<file path="src/logic/e1h_pkg.sv">
// Shared constants for the E1 framer host controller.
package e1h_pkg;
	localparam int SYS_CLK_HZ  = 50000000;
	localparam int LINE_CLK_HZ = 2048000;
	// Half period, in system clocks, of the 2.048MHz target, rounded down to 12.
	localparam int LINE_HALF_CYC = SYS_CLK_HZ / (2 * LINE_CLK_HZ);
	localparam logic [4:0] LINE_HALF = 5'(LINE_HALF_CYC);
	localparam int SLOTS_PER_FRAME = 32;
	localparam int BITS_PER_SLOT = 8;
	localparam logic [2:0] SLOT_LAST_BIT = 3'h7;
	localparam logic [7:0] FRAME_FIRST_BIT = 8'h00;
	// Last phase count of a host port phase; each phase lasts this plus one system clocks.
	localparam logic [2:0] HP_PHASE_CYC = 3'h4;
	// Software register map, byte addresses.
	localparam logic [7:0] REG_CTRL      = 8'h00;
	localparam logic [7:0] REG_STATUS    = 8'h01;
	localparam logic [7:0] REG_DEV_ADDR  = 8'h02;
	localparam logic [7:0] REG_DEV_WDATA = 8'h03;
	localparam logic [7:0] REG_DEV_CMD   = 8'h04;
	localparam logic [7:0] REG_DEV_RDATA = 8'h05;
	localparam logic [7:0] REG_TX_LINK   = 8'h06;
	localparam logic [7:0] REG_RX_LINK   = 8'h07;
	localparam logic [2:0] REG_TX_SLOT_HI = 3'h1;
	localparam logic [2:0] REG_RX_SLOT_HI = 3'h2;
	localparam logic [7:0] CTRL_RESET    = 8'h00;
	localparam logic [7:0] TX_LINK_RESET = 8'h00;
	// Control bit positions.
	localparam int CTRL_TX_EN      = 0;
	localparam int CTRL_TX_SYNC_DRV = 1;
	localparam int CTRL_ELASTIC    = 2;
	localparam int CTRL_RX_SYNC_DRV = 3;
	localparam int CTRL_TX_LINK_EN = 4;
	localparam int CMD_READ = 0;
endpackage : e1h_pkg

</file>
<file path="src/logic/e1h_host_ctrl.sv">
// Host controller that drives an E1 framer through its system-side pins.
//
// Overview of operation
// - Frame holds 32 slots, slot 0 first.
// - Each slot goes out MSB first.
// - Drive receive sync only with elastic store.
// - Backplane clock held low unless store enabled.
// - Transmit data stable at clock falling edge.
// - Link bits sampled on transmit clock fall.
// - Transmit sync pulse sets frame boundary.
// - Bus strap picks strobe style.
// - Address latched from shared bus strobe.
// - Chip select low for whole access.
//
// Local design decisions: the placing of the registers and the strobed register port.
`timescale 1ns/10ps
module e1h_host_ctrl (
	// Clock and reset
	input  wire logic       sys_clk,
	input  wire logic       sys_rst,
	// Software register port
	input  wire logic [7:0] regAddr,
	input  wire logic [7:0] regWdata,
	input  wire logic       regWr,
	input  wire logic       regRd,
	output logic [7:0]      regRdata,
	// Device host port
	output logic            chip_select_n,
	output logic            address_capture_strobe,
	output logic            read_or_data_strobe,
	output logic            write_or_rw_strobe,
	output logic [7:0]      shared_addr_data_bus_out,
	output logic            shared_addr_data_bus_oe,
	input  wire logic [7:0] shared_addr_data_bus_in,
	input  wire logic       bus_style_strap,
	input  wire logic       alarm_irq_first_n,
	input  wire logic       alarm_irq_second_n,
	// Device receive side
	input  wire logic       rx_recovered_clock,
	input  wire logic       rx_serial_out,
	input  wire logic       rx_boundary_pulse_in,
	output logic            rx_boundary_pulse_out,
	output logic            rx_boundary_pulse_oe,
	input  wire logic       rx_slot_clock,
	input  wire logic       rx_slot_gate,
	input  wire logic       rx_sa_demand_clock,
	input  wire logic       rx_sa_link_data,
	input  wire logic       sync_loss_or_tx_clock_loss,
	output logic            backplane_clock,
	// Device transmit side
	output logic            tx_line_clock,
	output logic            tx_serial_in,
	input  wire logic       tx_boundary_pulse_in,
	output logic            tx_boundary_pulse_out,
	output logic            tx_boundary_pulse_oe,
	input  wire logic       tx_slot_clock,
	input  wire logic       tx_slot_gate,
	input  wire logic       tx_sa_demand_clock,
	output logic            tx_sa_link_data
);
	// Two-stage synchronisers for every pin coming from the device.
	localparam int NSYNC = 13;
	logic [NSYNC-1:0] pinRaw;
	logic [NSYNC-1:0] pinMeta;
	logic [NSYNC-1:0] pinSync;
	assign pinRaw = {bus_style_strap, alarm_irq_first_n, alarm_irq_second_n,
		rx_recovered_clock, rx_serial_out, rx_boundary_pulse_in, rx_slot_clock,
		rx_slot_gate, rx_sa_demand_clock, rx_sa_link_data,
		sync_loss_or_tx_clock_loss, tx_slot_gate, tx_sa_demand_clock};

	genvar gi;
	generate
		for (gi = 0; gi < NSYNC; gi++) begin : g_sync
			always_ff @(posedge sys_clk) begin
				pinMeta[gi] <= pinRaw[gi];
				pinSync[gi] <= pinMeta[gi];
			end
		end
	endgenerate

	wire busStyleS  = pinSync[12];
	wire irqFirstS  = pinSync[11];
	wire irqSecondS = pinSync[10];
	wire rxClkS     = pinSync[9];
	wire rxDataS    = pinSync[8];
	wire rxSyncS    = pinSync[7];
	wire rxSlotClkS = pinSync[6];
	wire rxGateS    = pinSync[5];
	wire rxDemandS  = pinSync[4];
	wire rxLinkS    = pinSync[3];
	wire alarmS     = pinSync[2];
	wire txGateS    = pinSync[1];
	wire txDemandS  = pinSync[0];

	// Slower-changing pins: txSyncS reaches a status bit, txSlotS only reaches rxSlotSeen.
	logic txSyncMeta;
	logic txSyncS;
	logic txSlotMeta;
	logic txSlotS;
	always_ff @(posedge sys_clk) begin
		txSyncMeta <= tx_boundary_pulse_in;
		txSyncS    <= txSyncMeta;
		txSlotMeta <= tx_slot_clock;
		txSlotS    <= txSlotMeta;
	end

	// Software registers.
	logic [7:0] ctrl_reg;
	logic [7:0] devAddr_reg;
	logic [7:0] devWdata_reg;
	logic [7:0] txLink_reg;
	logic [7:0] rxLink_reg;
	logic       rxLocked_reg;
	logic       devStart_reg;
	logic       devRead_reg;
	logic [7:0] txMem [0:e1h_pkg::SLOTS_PER_FRAME-1];
	logic [7:0] rxMem [0:e1h_pkg::SLOTS_PER_FRAME-1];

	wire       txEn      = ctrl_reg[e1h_pkg::CTRL_TX_EN];
	wire       txSyncDrv = ctrl_reg[e1h_pkg::CTRL_TX_SYNC_DRV];
	wire       elastic   = ctrl_reg[e1h_pkg::CTRL_ELASTIC];
	wire       rxSyncDrv = ctrl_reg[e1h_pkg::CTRL_RX_SYNC_DRV];
	wire       txLinkEn  = ctrl_reg[e1h_pkg::CTRL_TX_LINK_EN];
	wire [4:0] slotIdx   = regAddr[4:0];
	wire       selTxSlot = (regAddr[7:5] == e1h_pkg::REG_TX_SLOT_HI);
	wire       selRxSlot = (regAddr[7:5] == e1h_pkg::REG_RX_SLOT_HI);
	wire       wrCtrl    = regWr && (regAddr == e1h_pkg::REG_CTRL);
	wire       wrAddr    = regWr && (regAddr == e1h_pkg::REG_DEV_ADDR);
	wire       wrWdata   = regWr && (regAddr == e1h_pkg::REG_DEV_WDATA);
	wire       wrCmd     = regWr && (regAddr == e1h_pkg::REG_DEV_CMD);
	wire       wrTxLink  = regWr && (regAddr == e1h_pkg::REG_TX_LINK);
	wire       wrTxSlot  = regWr && selTxSlot;

	logic       devBusy;
	logic [7:0] devRdata;
	wire  [7:0] status = {txSyncS, txGateS, rxGateS, !irqSecondS, !irqFirstS,
		alarmS, rxLocked_reg, devBusy};

	logic [7:0] rdMux;
	always_comb begin
		rdMux = 8'h00;
		case (regAddr)
			e1h_pkg::REG_CTRL:      rdMux = ctrl_reg;
			e1h_pkg::REG_STATUS:    rdMux = status;
			e1h_pkg::REG_DEV_ADDR:  rdMux = devAddr_reg;
			e1h_pkg::REG_DEV_WDATA: rdMux = devWdata_reg;
			e1h_pkg::REG_DEV_RDATA: rdMux = devRdata;
			e1h_pkg::REG_TX_LINK:   rdMux = txLink_reg;
			e1h_pkg::REG_RX_LINK:   rdMux = rxLink_reg;
			default: begin
				if (selTxSlot)
					rdMux = txMem[slotIdx];
				else if (selRxSlot)
					rdMux = rxMem[slotIdx];
			end
		endcase
	end

	always_ff @(posedge sys_clk) begin
		if (sys_rst) begin
			regRdata     <= 8'h00;
			ctrl_reg     <= e1h_pkg::CTRL_RESET;
			devAddr_reg  <= 8'h00;
			devWdata_reg <= 8'h00;
			devStart_reg <= 1'b0;
			devRead_reg  <= 1'b0;
		end else begin
			regRdata     <= regRd ? rdMux : 8'h00;
			devStart_reg <= wrCmd && !devBusy;
			if (wrCtrl)
				ctrl_reg <= regWdata;
			if (wrAddr)
				devAddr_reg <= regWdata;
			if (wrWdata)
				devWdata_reg <= regWdata;
			if (wrCmd)
				devRead_reg <= regWdata[e1h_pkg::CMD_READ];
		end
	end

	always_ff @(posedge sys_clk) begin
		if (wrTxSlot)
			txMem[slotIdx] <= regWdata;
	end

	// Host port bus cycles.
	e1h_mpu_port u_port (
		.sys_clk    (sys_clk),
		.sys_rst    (sys_rst),
		.start      (devStart_reg),
		.isRead     (devRead_reg),
		.addr       (devAddr_reg),
		.wdata      (devWdata_reg),
		.busStyle   (busStyleS),
		.busy       (devBusy),
		.rdata      (devRdata),
		.chipSelN   (chip_select_n),
		.addrStrobe (address_capture_strobe),
		.rdDsStrobe (read_or_data_strobe),
		.wrRwStrobe (write_or_rw_strobe),
		.adOut      (shared_addr_data_bus_out),
		.adOe       (shared_addr_data_bus_oe),
		.adIn       (shared_addr_data_bus_in)
	);

	// Generated line clock, 24 system clocks per period (about 2.083MHz); it also serves as backplane clock when the store is on.
	logic [4:0] div_reg;
	logic [7:0] txBit_reg;
	logic       lineClk_reg;
	wire        divWrap = (div_reg == e1h_pkg::LINE_HALF - 5'h1);
	wire        txRise  = divWrap && !lineClk_reg;
	wire        txFall  = divWrap && lineClk_reg;
	wire [7:0]  txBitNext = txBit_reg + 8'h01;
	wire [7:0]  txByte  = txMem[txBitNext[7:3]];

	always_ff @(posedge sys_clk) begin
		if (sys_rst) begin
			div_reg               <= 5'h00;
			lineClk_reg           <= 1'b0;
			txBit_reg             <= 8'hFF;
			tx_line_clock         <= 1'b0;
			backplane_clock       <= 1'b0;
			tx_serial_in          <= 1'b0;
			tx_boundary_pulse_out <= 1'b0;
			tx_boundary_pulse_oe  <= 1'b0;
			rx_boundary_pulse_out <= 1'b0;
			rx_boundary_pulse_oe  <= 1'b0;
			tx_sa_link_data       <= 1'b0;
			txLink_reg            <= e1h_pkg::TX_LINK_RESET;
		end else begin
			div_reg         <= divWrap ? 5'h00 : div_reg + 5'h01;
			if (divWrap)
				lineClk_reg <= !lineClk_reg;
			tx_line_clock   <= lineClk_reg;
			backplane_clock <= elastic && lineClk_reg;
			tx_boundary_pulse_oe <= txSyncDrv && txEn;
			rx_boundary_pulse_oe <= elastic && rxSyncDrv;
			// New bits go out on the rising edge, so they are settled at the fall.
			if (txRise && txEn) begin
				txBit_reg             <= txBitNext;
				tx_serial_in          <= txByte[3'h7 - txBitNext[2:0]];
				tx_boundary_pulse_out <= (txBitNext == e1h_pkg::FRAME_FIRST_BIT);
				rx_boundary_pulse_out <= (txBitNext == e1h_pkg::FRAME_FIRST_BIT);
			end else if (!txEn) begin
				// A pulse cut by disabling must not stay high for good.
				tx_boundary_pulse_out <= 1'b0;
				rx_boundary_pulse_out <= 1'b0;
			end
			if (wrTxLink)
				txLink_reg <= regWdata;
			else if (txRise && txLinkEn && txDemandS) begin
				tx_sa_link_data <= txLink_reg[7];
				txLink_reg      <= {txLink_reg[6:0], txLink_reg[7]};
			end
		end
	end

	// Receive capture. With the store on, data follow our own backplane clock only while transmit is enabled.
	logic rxClkPrev;
	logic rxDemPrev;
	logic [7:0] rxBit_reg;
	logic [6:0] rxShift_reg;
	wire  rxFallDev  = rxClkPrev && !rxClkS;
	wire  rxSample   = elastic ? (txFall && txEn) : rxFallDev;
	wire  [7:0] rxCur = rxSyncS ? e1h_pkg::FRAME_FIRST_BIT : rxBit_reg + 8'h01;
	wire  rxByteEnd  = (rxCur[2:0] == e1h_pkg::SLOT_LAST_BIT);
	wire  rxDemRise  = rxDemandS && !rxDemPrev;

	always_ff @(posedge sys_clk) begin
		if (sys_rst) begin
			rxClkPrev    <= 1'b0;
			rxDemPrev    <= 1'b0;
			rxBit_reg    <= 8'hFF;
			rxShift_reg  <= 7'h00;
			rxLocked_reg <= 1'b0;
			rxLink_reg   <= 8'h00;
		end else begin
			rxClkPrev <= rxClkS;
			rxDemPrev <= rxDemandS;
			if (rxSample) begin
				rxBit_reg   <= rxCur;
				rxShift_reg <= {rxShift_reg[5:0], rxDataS};
				if (rxSyncS)
					rxLocked_reg <= 1'b1;
				else if (wrCtrl)
					rxLocked_reg <= 1'b0;
			end else if (wrCtrl)
				rxLocked_reg <= 1'b0;
			if (rxDemRise)
				rxLink_reg <= {rxLink_reg[6:0], rxLinkS};
		end
	end

	// The slot clock and LSB position agree; the bit count closes the byte.
	always_ff @(posedge sys_clk) begin
		if (rxSample && rxByteEnd)
			rxMem[rxCur[7:3]] <= {rxShift_reg, rxDataS};
	end

	// Slot clock is unused by capture; it only sets rxSlotSeen, which no output or status bit reads.
	logic rxSlotSeen;
	always_ff @(posedge sys_clk) begin
		if (sys_rst)
			rxSlotSeen <= 1'b0;
		else
			rxSlotSeen <= rxSlotClkS | txSlotS;
	end
endmodule : e1h_host_ctrl

</file>
<file path="src/logic/e1h_mpu_port.sv">
// Multiplexed 8-bit host port master with selectable strobe style.
`timescale 1ns/10ps
module e1h_mpu_port (
	// Clock and reset
	input  wire logic       sys_clk,
	input  wire logic       sys_rst,
	// Command side
	input  wire logic       start,
	input  wire logic       isRead,
	input  wire logic [7:0] addr,
	input  wire logic [7:0] wdata,
	input  wire logic       busStyle,
	output logic            busy,
	output logic [7:0]      rdata,
	// Device pins
	output logic            chipSelN,
	output logic            addrStrobe,
	output logic            rdDsStrobe,
	output logic            wrRwStrobe,
	output logic [7:0]      adOut,
	output logic            adOe,
	input  wire logic [7:0] adIn
);
	typedef enum logic [2:0] {
		ST_IDLE  = 3'b000,
		ST_ADDR  = 3'b001,
		ST_LATCH = 3'b010,
		ST_STRB  = 3'b011,
		ST_END   = 3'b100
	} e1h_hp_state_t;

	e1h_hp_state_t state_reg;
	e1h_hp_state_t state_next;
	logic [2:0]    phase_reg;
	logic          rd_reg;
	logic [7:0]    adMeta;
	logic [7:0]    adSync;
	wire           phaseDone = (phase_reg == e1h_pkg::HP_PHASE_CYC);
	wire           inStrb    = (state_reg == e1h_hp_state_t'(ST_STRB));

	always_comb begin
		state_next = state_reg;
		case (state_reg)
			ST_IDLE:  if (start) state_next = ST_ADDR;
			ST_ADDR:  if (phaseDone) state_next = ST_LATCH;
			ST_LATCH: if (phaseDone) state_next = ST_STRB;
			ST_STRB:  if (phaseDone) state_next = ST_END;
			ST_END:   if (phaseDone) state_next = ST_IDLE;
			default:  state_next = ST_IDLE;
		endcase
	end

	always_ff @(posedge sys_clk) begin
		adMeta <= adIn;
		adSync <= adMeta;
	end

	always_ff @(posedge sys_clk) begin
		if (sys_rst) begin
			state_reg  <= ST_IDLE;
			phase_reg  <= 3'h0;
			rd_reg     <= 1'b0;
			busy       <= 1'b0;
			rdata      <= 8'h00;
			chipSelN   <= 1'b1;
			addrStrobe <= 1'b0;
			rdDsStrobe <= 1'b1;
			wrRwStrobe <= 1'b1;
			adOut      <= 8'h00;
			adOe       <= 1'b0;
		end else begin
			state_reg <= state_next;
			phase_reg <= (state_next != state_reg) ? 3'h0 : phase_reg + 3'h1;
			if (state_reg == ST_IDLE && start)
				rd_reg <= isRead;
			busy       <= (state_next != ST_IDLE);
			chipSelN   <= (state_next == ST_IDLE);
			addrStrobe <= (state_next == ST_ADDR);
			adOe       <= (state_next == ST_ADDR) || (state_next == ST_LATCH)
				|| (state_next == ST_STRB && !rd_reg);
			adOut      <= (state_next == ST_STRB) ? wdata : addr;
			if (busStyle) begin
				rdDsStrobe <= (state_next == ST_STRB);
				wrRwStrobe <= rd_reg || (state_next != ST_STRB);
			end else begin
				rdDsStrobe <= !(state_next == ST_STRB && rd_reg);
				wrRwStrobe <= !(state_next == ST_STRB && !rd_reg);
			end
			if (inStrb && phaseDone && rd_reg)
				rdata <= adSync;
		end
	end
endmodule : e1h_mpu_port

</file>
<file path="config.mk">
export PLATFORM = sky130hd
export DESIGN_NAME = e1h_host_ctrl
export DESIGN_NICKNAME = d
export VERILOG_FILES = /design/src/logic/e1h_pkg.sv /design/src/logic/e1h_host_ctrl.sv /design/src/logic/e1h_mpu_port.sv
export SDC_FILE = /design/constraint.sdc
export NUM_CORES = 1
export LEC_CHECK = 0
export BUFFER_PORTS_ARGS = -buffer_cell sky130_fd_sc_hd__buf_2
export CELL_PAD_IN_SITES_DETAIL_PLACEMENT = 1
export CELL_PAD_IN_SITES_GLOBAL_PLACEMENT = 2
export CORE_MARGIN = 10
export CORE_UTILIZATION = 46
export CTS_CLUSTER_SIZE = 16
export DETAILED_ROUTE_END_ITERATION = 10
export PLACE_DENSITY_LB_ADDON = 0.1
export SETUP_SLACK_MARGIN = 0.5
export SYNTH_ARGS = -nofsm -noshare
export SYNTH_HDL_FRONTEND = slang
export SYNTH_HIERARCHICAL = 1
export SYNTH_SLANG_ARGS = --single-unit
</file>
<file path="constraint.sdc">
create_clock -name sys_clk -period 3.2 [get_ports sys_clk]
set_input_delay 0.32 -clock sys_clk [delete_from_list [all_inputs] [get_ports sys_clk]]
set_output_delay 0.32 -clock sys_clk [all_outputs]
set_load 0.1 [all_outputs]
</file>
==> results of run 1 <==
cells in the final DEF, fill, tap and decap left out, types with 20 or more instances in the layout:
cell type      instances
buf_2                 66
buf_12                20
dfxtp_1              154
nand2_1              225
mux4_2               161
buf_4                160
nor2_1               131
mux2i_1               54
nand3_1              101
dlygate4sd3_1         21
nor3_1                37
nand4_1               21
a32oi_1               21
edfxtp_1             512
a21oi_1               55
o21ai_0               28
clkbuf_16             80
routing by layer:
| layer | track usage [%] | vias to the layer above |
|---|---|---|
| met3 | 3.327 | 173 |
| li1 | - | 7849 |
| met4 | 8.992 | 0 |
| met5 | 0 | - |
| met1 | 32.30 | 9551 |
| met2 | 39.44 | 607 |
worst reg2reg max path, delay by kind of cell, from the launching register on:
kind / cells / cell delay [ns]
AO/OA/AOI/OAI: 2 / 0.37
XOR/XNOR: 1 / 0.16
adder cells (fa/ha/maj): 1 / 0.16
buffers and inverters: 4 / 0.59
flip-flops: 1 / 0.38
multiplexers: 1 / 0.18
AND/OR/NAND/NOR: 5 / 0.86
per-stage QoR:
stage	utilization, %	cell area, µm²	hold slack (ns)
after floorplan	-	28280	0.3096
after global placement	50.50	30600	0.3114
after detailed placement	50.50	30600	0.3132
after CTS	55.18	33430	0.1294
after global routing	55.68	33730	0.1652
final	55.68	33730	0.1653
power by group through the flow:
stage          sequential, mW  clock (mW)  combinational, mW
2_1_floorplan            9.63           0              0.546
3_3_place_gp             9.63           0              0.861
3_5_place_dp             9.64           0              0.881
4_1_cts                  9.45        8.79              0.906
5_1_grt                  9.45        9.15              0.969
6_report                 9.45        8.64              0.906
what timing repair did:
action / 4_1_cts / 5_1_grt
pin swaps: 3 / 8
hold buffers: 21 / 0
setup endpoints to repair: 247 / 77
setup buffers: 4 / 8
cloned: 1 / 3
gates resized for setup: 19 / 37
endpoints found under the hold margin: 21 / 0
synthesized netlist by cell type, types with 9 or more instances:
library cell,number
a31oi_1,19
dfxtp_1,160
buf_4,11
and3_1,9
edfxtp_1,512
inv_1,9
a22oi_1,9
nor2b_1,13
mux2i_1,55
nor3_1,39
clkbuf_1,52
nand2_1,230
a21oi_1,56
a221oi_1,9
buf_1,11
nand2b_1,16
o21ai_0,29
buf_2,40
a32oi_1,21
xnor2_1,13
nand4_1,21
mux2_2,19
nor2_1,135
nand3_1,101
mux4_2,161
a211oi_1,11
kinds of logic after synthesis:
kind of cell               count (synthesis)
AOI/OAI and AO/OA                        207
xor gates and xnor gates                  24
adders and majority gates                  5
buffers and inverters                    129
DFF                                      672
muxes                                    240
and+or+nand+nor                          614
worst min path at each step:
stage / end / cells past startpoint / startpoint / slack (ns)
2_1_floorplan: alarmS / 0 / pinMeta[2] / 0.31
3_3_place_gp: u_port/adSync[6] / 0 / u_port/adMeta[6] / 0.31
3_5_place_dp: u_port/adSync[2] / 0 / u_port/adMeta[2] / 0.31
4_1_cts: regRdata[1] / 3 / regRd / 0.13
5_1_grt: u_port/rd_reg / 2 / sys_rst / 0.17
6_report: regRdata[1] / 3 / regRd / 0.17
final cells by class:
class / instances / area, µm²
Fill cell: 5687 / 26850
Sequential cell: 672 / 18600
Multi-Input combinational cell: 1090 / 9324
Timing Repair Buffer: 278 / 2332
Clock buffer: 99 / 2074
Tap cell: 782 / 978.4
Clock inverter: 35 / 392.9
Inverter: 10 / 37.54
==> results.yml, run 1 <==
run_status:
  outcome: "completed"
critical_path:
  critical_path.top_delay_family: "simple AND/OR/NAND/NOR gates"
  crit_arrival_ns: 3.32
  crit_top_cell: "buf_12"
  reg2regPathDepth: 14
  timing.rr.end: "tx_serial_in"
  crit_type: "reg -> reg"
  worstPathMaxFanout: 13
  cp_slowest_cell: "dfxtp_4"
  path_buf_inv: 4
  reg2reg_setup_slack_ns: 0.43
  cp_data_required_time_ns: 3.75
  critical_path_depth: 14
  worstSetupEndpoint: "tx_serial_in"
  crit_start: "txBit_reg[0]"
  setup.worst_path.start_class: "flop"
  worstSetupEndpointType: "flop"
  r2r_start: "txBit_reg[0]"
  path_cells: "ha_4 -> nand3_4 -> xnor2_4 -> buf_4 -> buf_12 -> buf_12 -> buf_12 -> mux2i_4 -> a32oi_1 -> nand4_1 -> nand3_1 -> nor2_1 -> o2111ai_1 -> and4_1"
  cp_slowest_stage_delay_ns: 0.38
power:
  power_leakage_nw: 11.47
  p_sw_mw: 4.075
  cellPowerDensity_mw_per_mm2: 563.0
  peakVddDrop_mv: 0.5001
  power_frac_comb_pct: 4.8
  power.internal_mw: 14.92
  totalPowerFinal_mw: 18.99
  swShare_pct: 21.46
  seq_power_share_pct: 49.8
  p_clk_share_pct: 45.5
timing:
  maxSlewViolCount: 0
  hold_viol: 0
  worst_pin_slew_ns: 1.354
  fmaxAchievable_mhz: 361.0
  fin_crit_sh_pct: 86.56
  setup_viol: 0
  finalCriticalPeriod_ns: 2.770
  relSlewSlack_pct: 9.631
  rsz0062_at_grt: "true"
  final.setup.worst_slack_ns: 0.4300
  final.setup.tns_ns: 0
  skew_ns: 0.01574
clocking:
  tritoncts: "yes"
  root_buffer: "clkbuf_16"
  htree_levels: 3
  ctsLongestPathBuffers: 3
  clkLatencyLatePin_ns: 0.62
  cts_sinks: 672
  cts_made_buffers: 73
  clk_pin_slew_ns: 0.06
detailed_routing:
  wl_mm: 86.53
  wl_met2_mm: 42.46
  top_layer: "met4"
  wire_per_inst_um: 29.17
  via_count: 18180
  wl_met3_mm: 4.533
  route.detailed.drc: 0
  drt_iter0_markers: 1840
  detail_route.vias_per_cell: 6.129
  drtPass1Iterations: 5
  drtAntennaViolNets: 0
  drt-met1-wl_mm: 36.17
logic_synthesis:
  mappedNetlistNets: 1939
  async_reset_ff_share_pct: 0
  synth_flop_cell: "edfxtp_1"
  syn-cell-area_mm2: 0.02828
  synthSimpleGateAreaFrac_pct: 10.03
  ys_ff_latch: 672
  ys_warn_count: 6
  synth-adder-area-share_pct: 0.2212
  syn_avg_cell_area_um2: 14.96
  ys_seq_area_share_pct: 65.69
  synth_cells: 1891
  synth_edf_count: 512
  netlist.top_cell.by_area: "edfxtp_1"
  ys_top_cells_by_area: "edfxtp_1 54%, mux4_2 13%, dfxtp_1 11%, nand2_1 3.1%, mux2i_1 1.9%"
  synth_mux_area_share_pct: 15.99
  synth_xor_area_share_pct: 0.8627
  netlist.area_leader.share_pct: 54.36
  synth_compound_area_share_pct: 5.043
  synth_top_family_by_area: "multiplexers"
  yosys.cell_types.count: 73
place:
  hpwl_mm: 57.46
  place_ws_ns: 0.05270
  post-place-cells: 2795
  gp_congestion: 0.8385
  numPortBuffers: 69
die:
  die_x_um: 268.0
  io_pins: 72
  row_count: 90
  core_area_mm2: 0.06058
  start_util_pct: 46.68
  dieArea_mm2: 0.07180
  die-height_um: 268.0
global_route:
  grt-ovfl-total: 0
  grt_max_degree: 53
  grt_usage_pct: 24.04
  grt_pass1_wl_mm: 126.4
  antenna_found_initial: 0
  grt_pass1_vias: 19000
flow_run:
  max_cap_viol_count: 0
finish:
  fin_nets: 2173
  area_delta_synth_final_pct: 19.28
  layout.cells.non_filler: 2966
  final_layout_size_suffix_gt1_share_pct: 27.47
  antenna_cells: 0
worst_hold_path:
  hp-class: "in -> reg"
Note: power is estimated with default switching activity, not from simulation.
==> run 2: changes to the inputs <==
--- a/config.mk
+++ b/config.mk
@@ -9,12 +9,11 @@
 export CELL_PAD_IN_SITES_DETAIL_PLACEMENT = 1
 export CELL_PAD_IN_SITES_GLOBAL_PLACEMENT = 2
 export CORE_MARGIN = 10
-export CORE_UTILIZATION = 46
+export CORE_UTILIZATION = 47
 export CTS_CLUSTER_SIZE = 16
 export DETAILED_ROUTE_END_ITERATION = 10
 export PLACE_DENSITY_LB_ADDON = 0.1
 export SETUP_SLACK_MARGIN = 0.5
 export SYNTH_ARGS = -nofsm -noshare
 export SYNTH_HDL_FRONTEND = slang
-export SYNTH_HIERARCHICAL = 1
 export SYNTH_SLANG_ARGS = --single-unit
==> results.yml, run 2 <==
logic_synthesis:
  mappedNetlistNets: 1853
  ys_seq_area_share_pct: 66.24
  netlist.area_leader.share_pct: 54.82
  netlist.top_cell.by_area: "edfxtp_1"
  ys_warn_count: 0
  synth_most_common_cell: "edfxtp_1"
  ys_ff_latch: 672
  synth_flop_cell: "edfxtp_1"
  syn_avg_cell_area_um2: 15.54
  ys_top_cells_by_area: "edfxtp_1 55%, mux4_2 14%, dfxtp_1 11%, nand2_1 2.7%, mux2i_1 2.4%"
  syn-cell-area_mm2: 0.02804
  synth_edf_count: 512
  synthTopCellsByCount: "512 x edfxtp_1, 198 x nand2_1, 178 x mux4_2, 160 x dfxtp_1, 137 x nor2_1"
  synth_cells: 1805
  async_reset_ff_share_pct: 0
  yosys.cell_types.count: 68
detailed_routing:
  drtAntennaViolNets: 0
  detail_route.vias_per_cell: 6.063
  drtPass1Iterations: 5
  wl_mm: 81.92
  via_count: 17510
  route.detailed.drc: 0
  wire_per_inst_um: 28.37
  drt_iter0_markers: 1542
critical_path:
  worstSetupEndpointType: "flop"
  worstPathMaxFanout: 7
  crit_top_cell: "buf_12"
  crit_arrival_ns: 3.22
  r2r_start: "txBit_reg[0]"
  cp_data_required_time_ns: 3.66
  cp_slowest_cell: "a2111oi_1"
  crit_type: "reg -> reg"
  path_cells: "ha_4 -> nand3_4 -> buf_6 -> xnor2_4 -> buf_12 -> buf_12 -> mux2i_1 -> mux2_2 -> o32ai_1 -> a2111oi_1 -> o311a_1 -> and3_4 -> nor4_2"
  cp_slowest_stage_delay_ns: 0.49
  setup.worst_path.start_class: "flop"
  critical_path.top_delay_family: "compound AO/OA/AOI/OAI gates"
  path_buf_inv: 3
  crit_start: "txBit_reg[0]"
global_route:
  grt_util_met2_pct: 37.78
  gr-max-usage-layer: "met2"
  grt-ovfl-total: 0
  grt_usage_pct: 23.12
  grt_pass1_wl_mm: 121.3
  grt_use_met3_pct: 3.817
  antenna_found_initial: 0
  grt_max_degree: 64
  use_met1_pct: 30.25
  grt_pass1_vias: 18540
timing:
  fmaxAchievable_mhz: 361.7
  finalCriticalPeriod_ns: 2.765
  worst_pin_slew_ns: 1.288
  maxSlewViolCount: 0
  hold_viol: 0
  skew_ns: 0.01763
  relSlewSlack_pct: 14.03
  rsz0062_at_grt: "true"
  fin_crit_sh_pct: 86.41
  final.setup.tns_ns: 0
  setup_viol: 0
power:
  peakVddDrop_mv: 0.4585
  power_leakage_nw: 11.51
  cellPowerDensity_mw_per_mm2: 545.1
  totalPowerFinal_mw: 18.42
clocking:
  htree_levels: 3
  clk_pin_slew_ns: 0.06
  ctsLongestPathBuffers: 3
  cts_made_buffers: 74
  tritoncts: "yes"
  root_buffer: "clkbuf_16"
  clkLatencyLatePin_ns: 0.61
  cts_sinks: 672
run_status:
  outcome: "completed"
die:
  dieArea_mm2: 0.06984
  core_area_mm2: 0.05902
  die_x_um: 264.3
  row_count: 89
  die-height_um: 264.3
  io_pins: 72
  start_util_pct: 47.52
place:
  hpwl_mm: 55.04
  post-place-cells: 2691
  placed_area_mm2: 0.03032
  gp_congestion: 0.8822
  numPortBuffers: 69
worst_hold_path:
  hp-start: "sys_rst"
  hp-class: "in -> reg"
finish:
  multi_input_area_mm2: 0.009309
  final-seq-area_mm2: 0.01859
  layout.cells.non_filler: 2888
  post-route-util_pct: 57.25
  area_delta_synth_final_pct: 20.49
  final_layout_size_suffix_gt1_share_pct: 30.09
  final_common_cell: "edfxtp_1"
  finalInstanceArea_mm2: 0.03379
  fillers: 5550
  layout_common_cells: "512 x edfxtp_1, 193 x nand2_1, 178 x mux4_2"
  fin_nets: 2106
flow_run:
  max_cap_viol_count: 0
## run 2: cell count changes after synthesis, moves of 7 or more
cell and delta:
a22oi_1 +12, nor3_1 -17, buf_1 +9, mux4_2 +17
nand4_1 -8, a32oi_1 -7, buf_2 -23, a31oi_1 -11
and3_1 +16, mux2i_1 +11, a21oi_1 +8, o21ai_0 -16
nand3_1 -25, nand2_1 -32
## run 2: routing by layer
| metal | wire [µm] | vias up | share of wire (%) |
|---|---|---|---|
| met4 | 3140 | 0 | 3.8 |
| met1 | 33570 | 9124 | 41 |
| li1 | - | 7604 | - |
| met3 | 5092 | 161 | 6.2 |
| met2 | 40120 | 622 | 49 |
| met5 | 0 | - | 0 |
## run 2: what timing repair did
| action | CTS | global route |
|---|---|---|
| hold endpoints to repair | 21 | 0 |
| gates resized for setup | 55 | 39 |
| hold buffers | 21 | 0 |
| setup buffers | 22 | 16 |
| pin swaps | 20 | 17 |
| cloned | 2 | 3 |
| endpoints found under the setup margin | 129 | 251 |
## run 2: cells by family after synthesis
family | share of synthesized area [%]
buffers and inverters | 2.017
muxes | 17.17
and+or+nand+nor | 8.776
adders and majority gates | 0.2231
AOI/OAI and AO/OA | 4.627
xor gates and xnor gates | 0.9414
DFF | 66.24
## run 2: per-stage QoR
stage,setup slack (ns),hold WS [ns]
3_3_place_gp,0.09760,0.3109
2_1_floorplan,0.5077,0.3096
6_report,0.4349,0.1687
5_1_grt,0.3536,0.1722
3_5_place_dp,0.03836,0.3135
4_1_cts,0.4032,0.1418
## run 2: worst paths after layout
path,to,slack [ns],cells past startpoint
worst max-delay path,tx_serial_in,0.43,13
worst min-delay path,u_port.rd_reg,0.17,2
worst max register to register,tx_serial_in,0.43,13
worst min register to register,rxDataS,0.33,0
## run 2: cell type report
cell class,instances,area share [%]
Clock inverter,43,0.9368
Sequential cell,672,55.02
Clock buffer,89,5.928
Inverter,12,0.1333
Multi-Input combinational cell,1012,27.55
Antenna cell,1,0.007405
Timing Repair Buffer,286,7.561
Tap cell,773,2.862
## run 2: power by group
| part | leakage (nW) | switching (mW) | total [mW] | internal [mW] |
|---|---|---|---|---|
| Clock | 1.15 | 3.39 | 8.17 | 4.78 |
| Sequential | 5.97 | 0.0364 | 9.42 | 9.38 |
| Combinational | 4.40 | 0.494 | 0.839 | 0.344 |
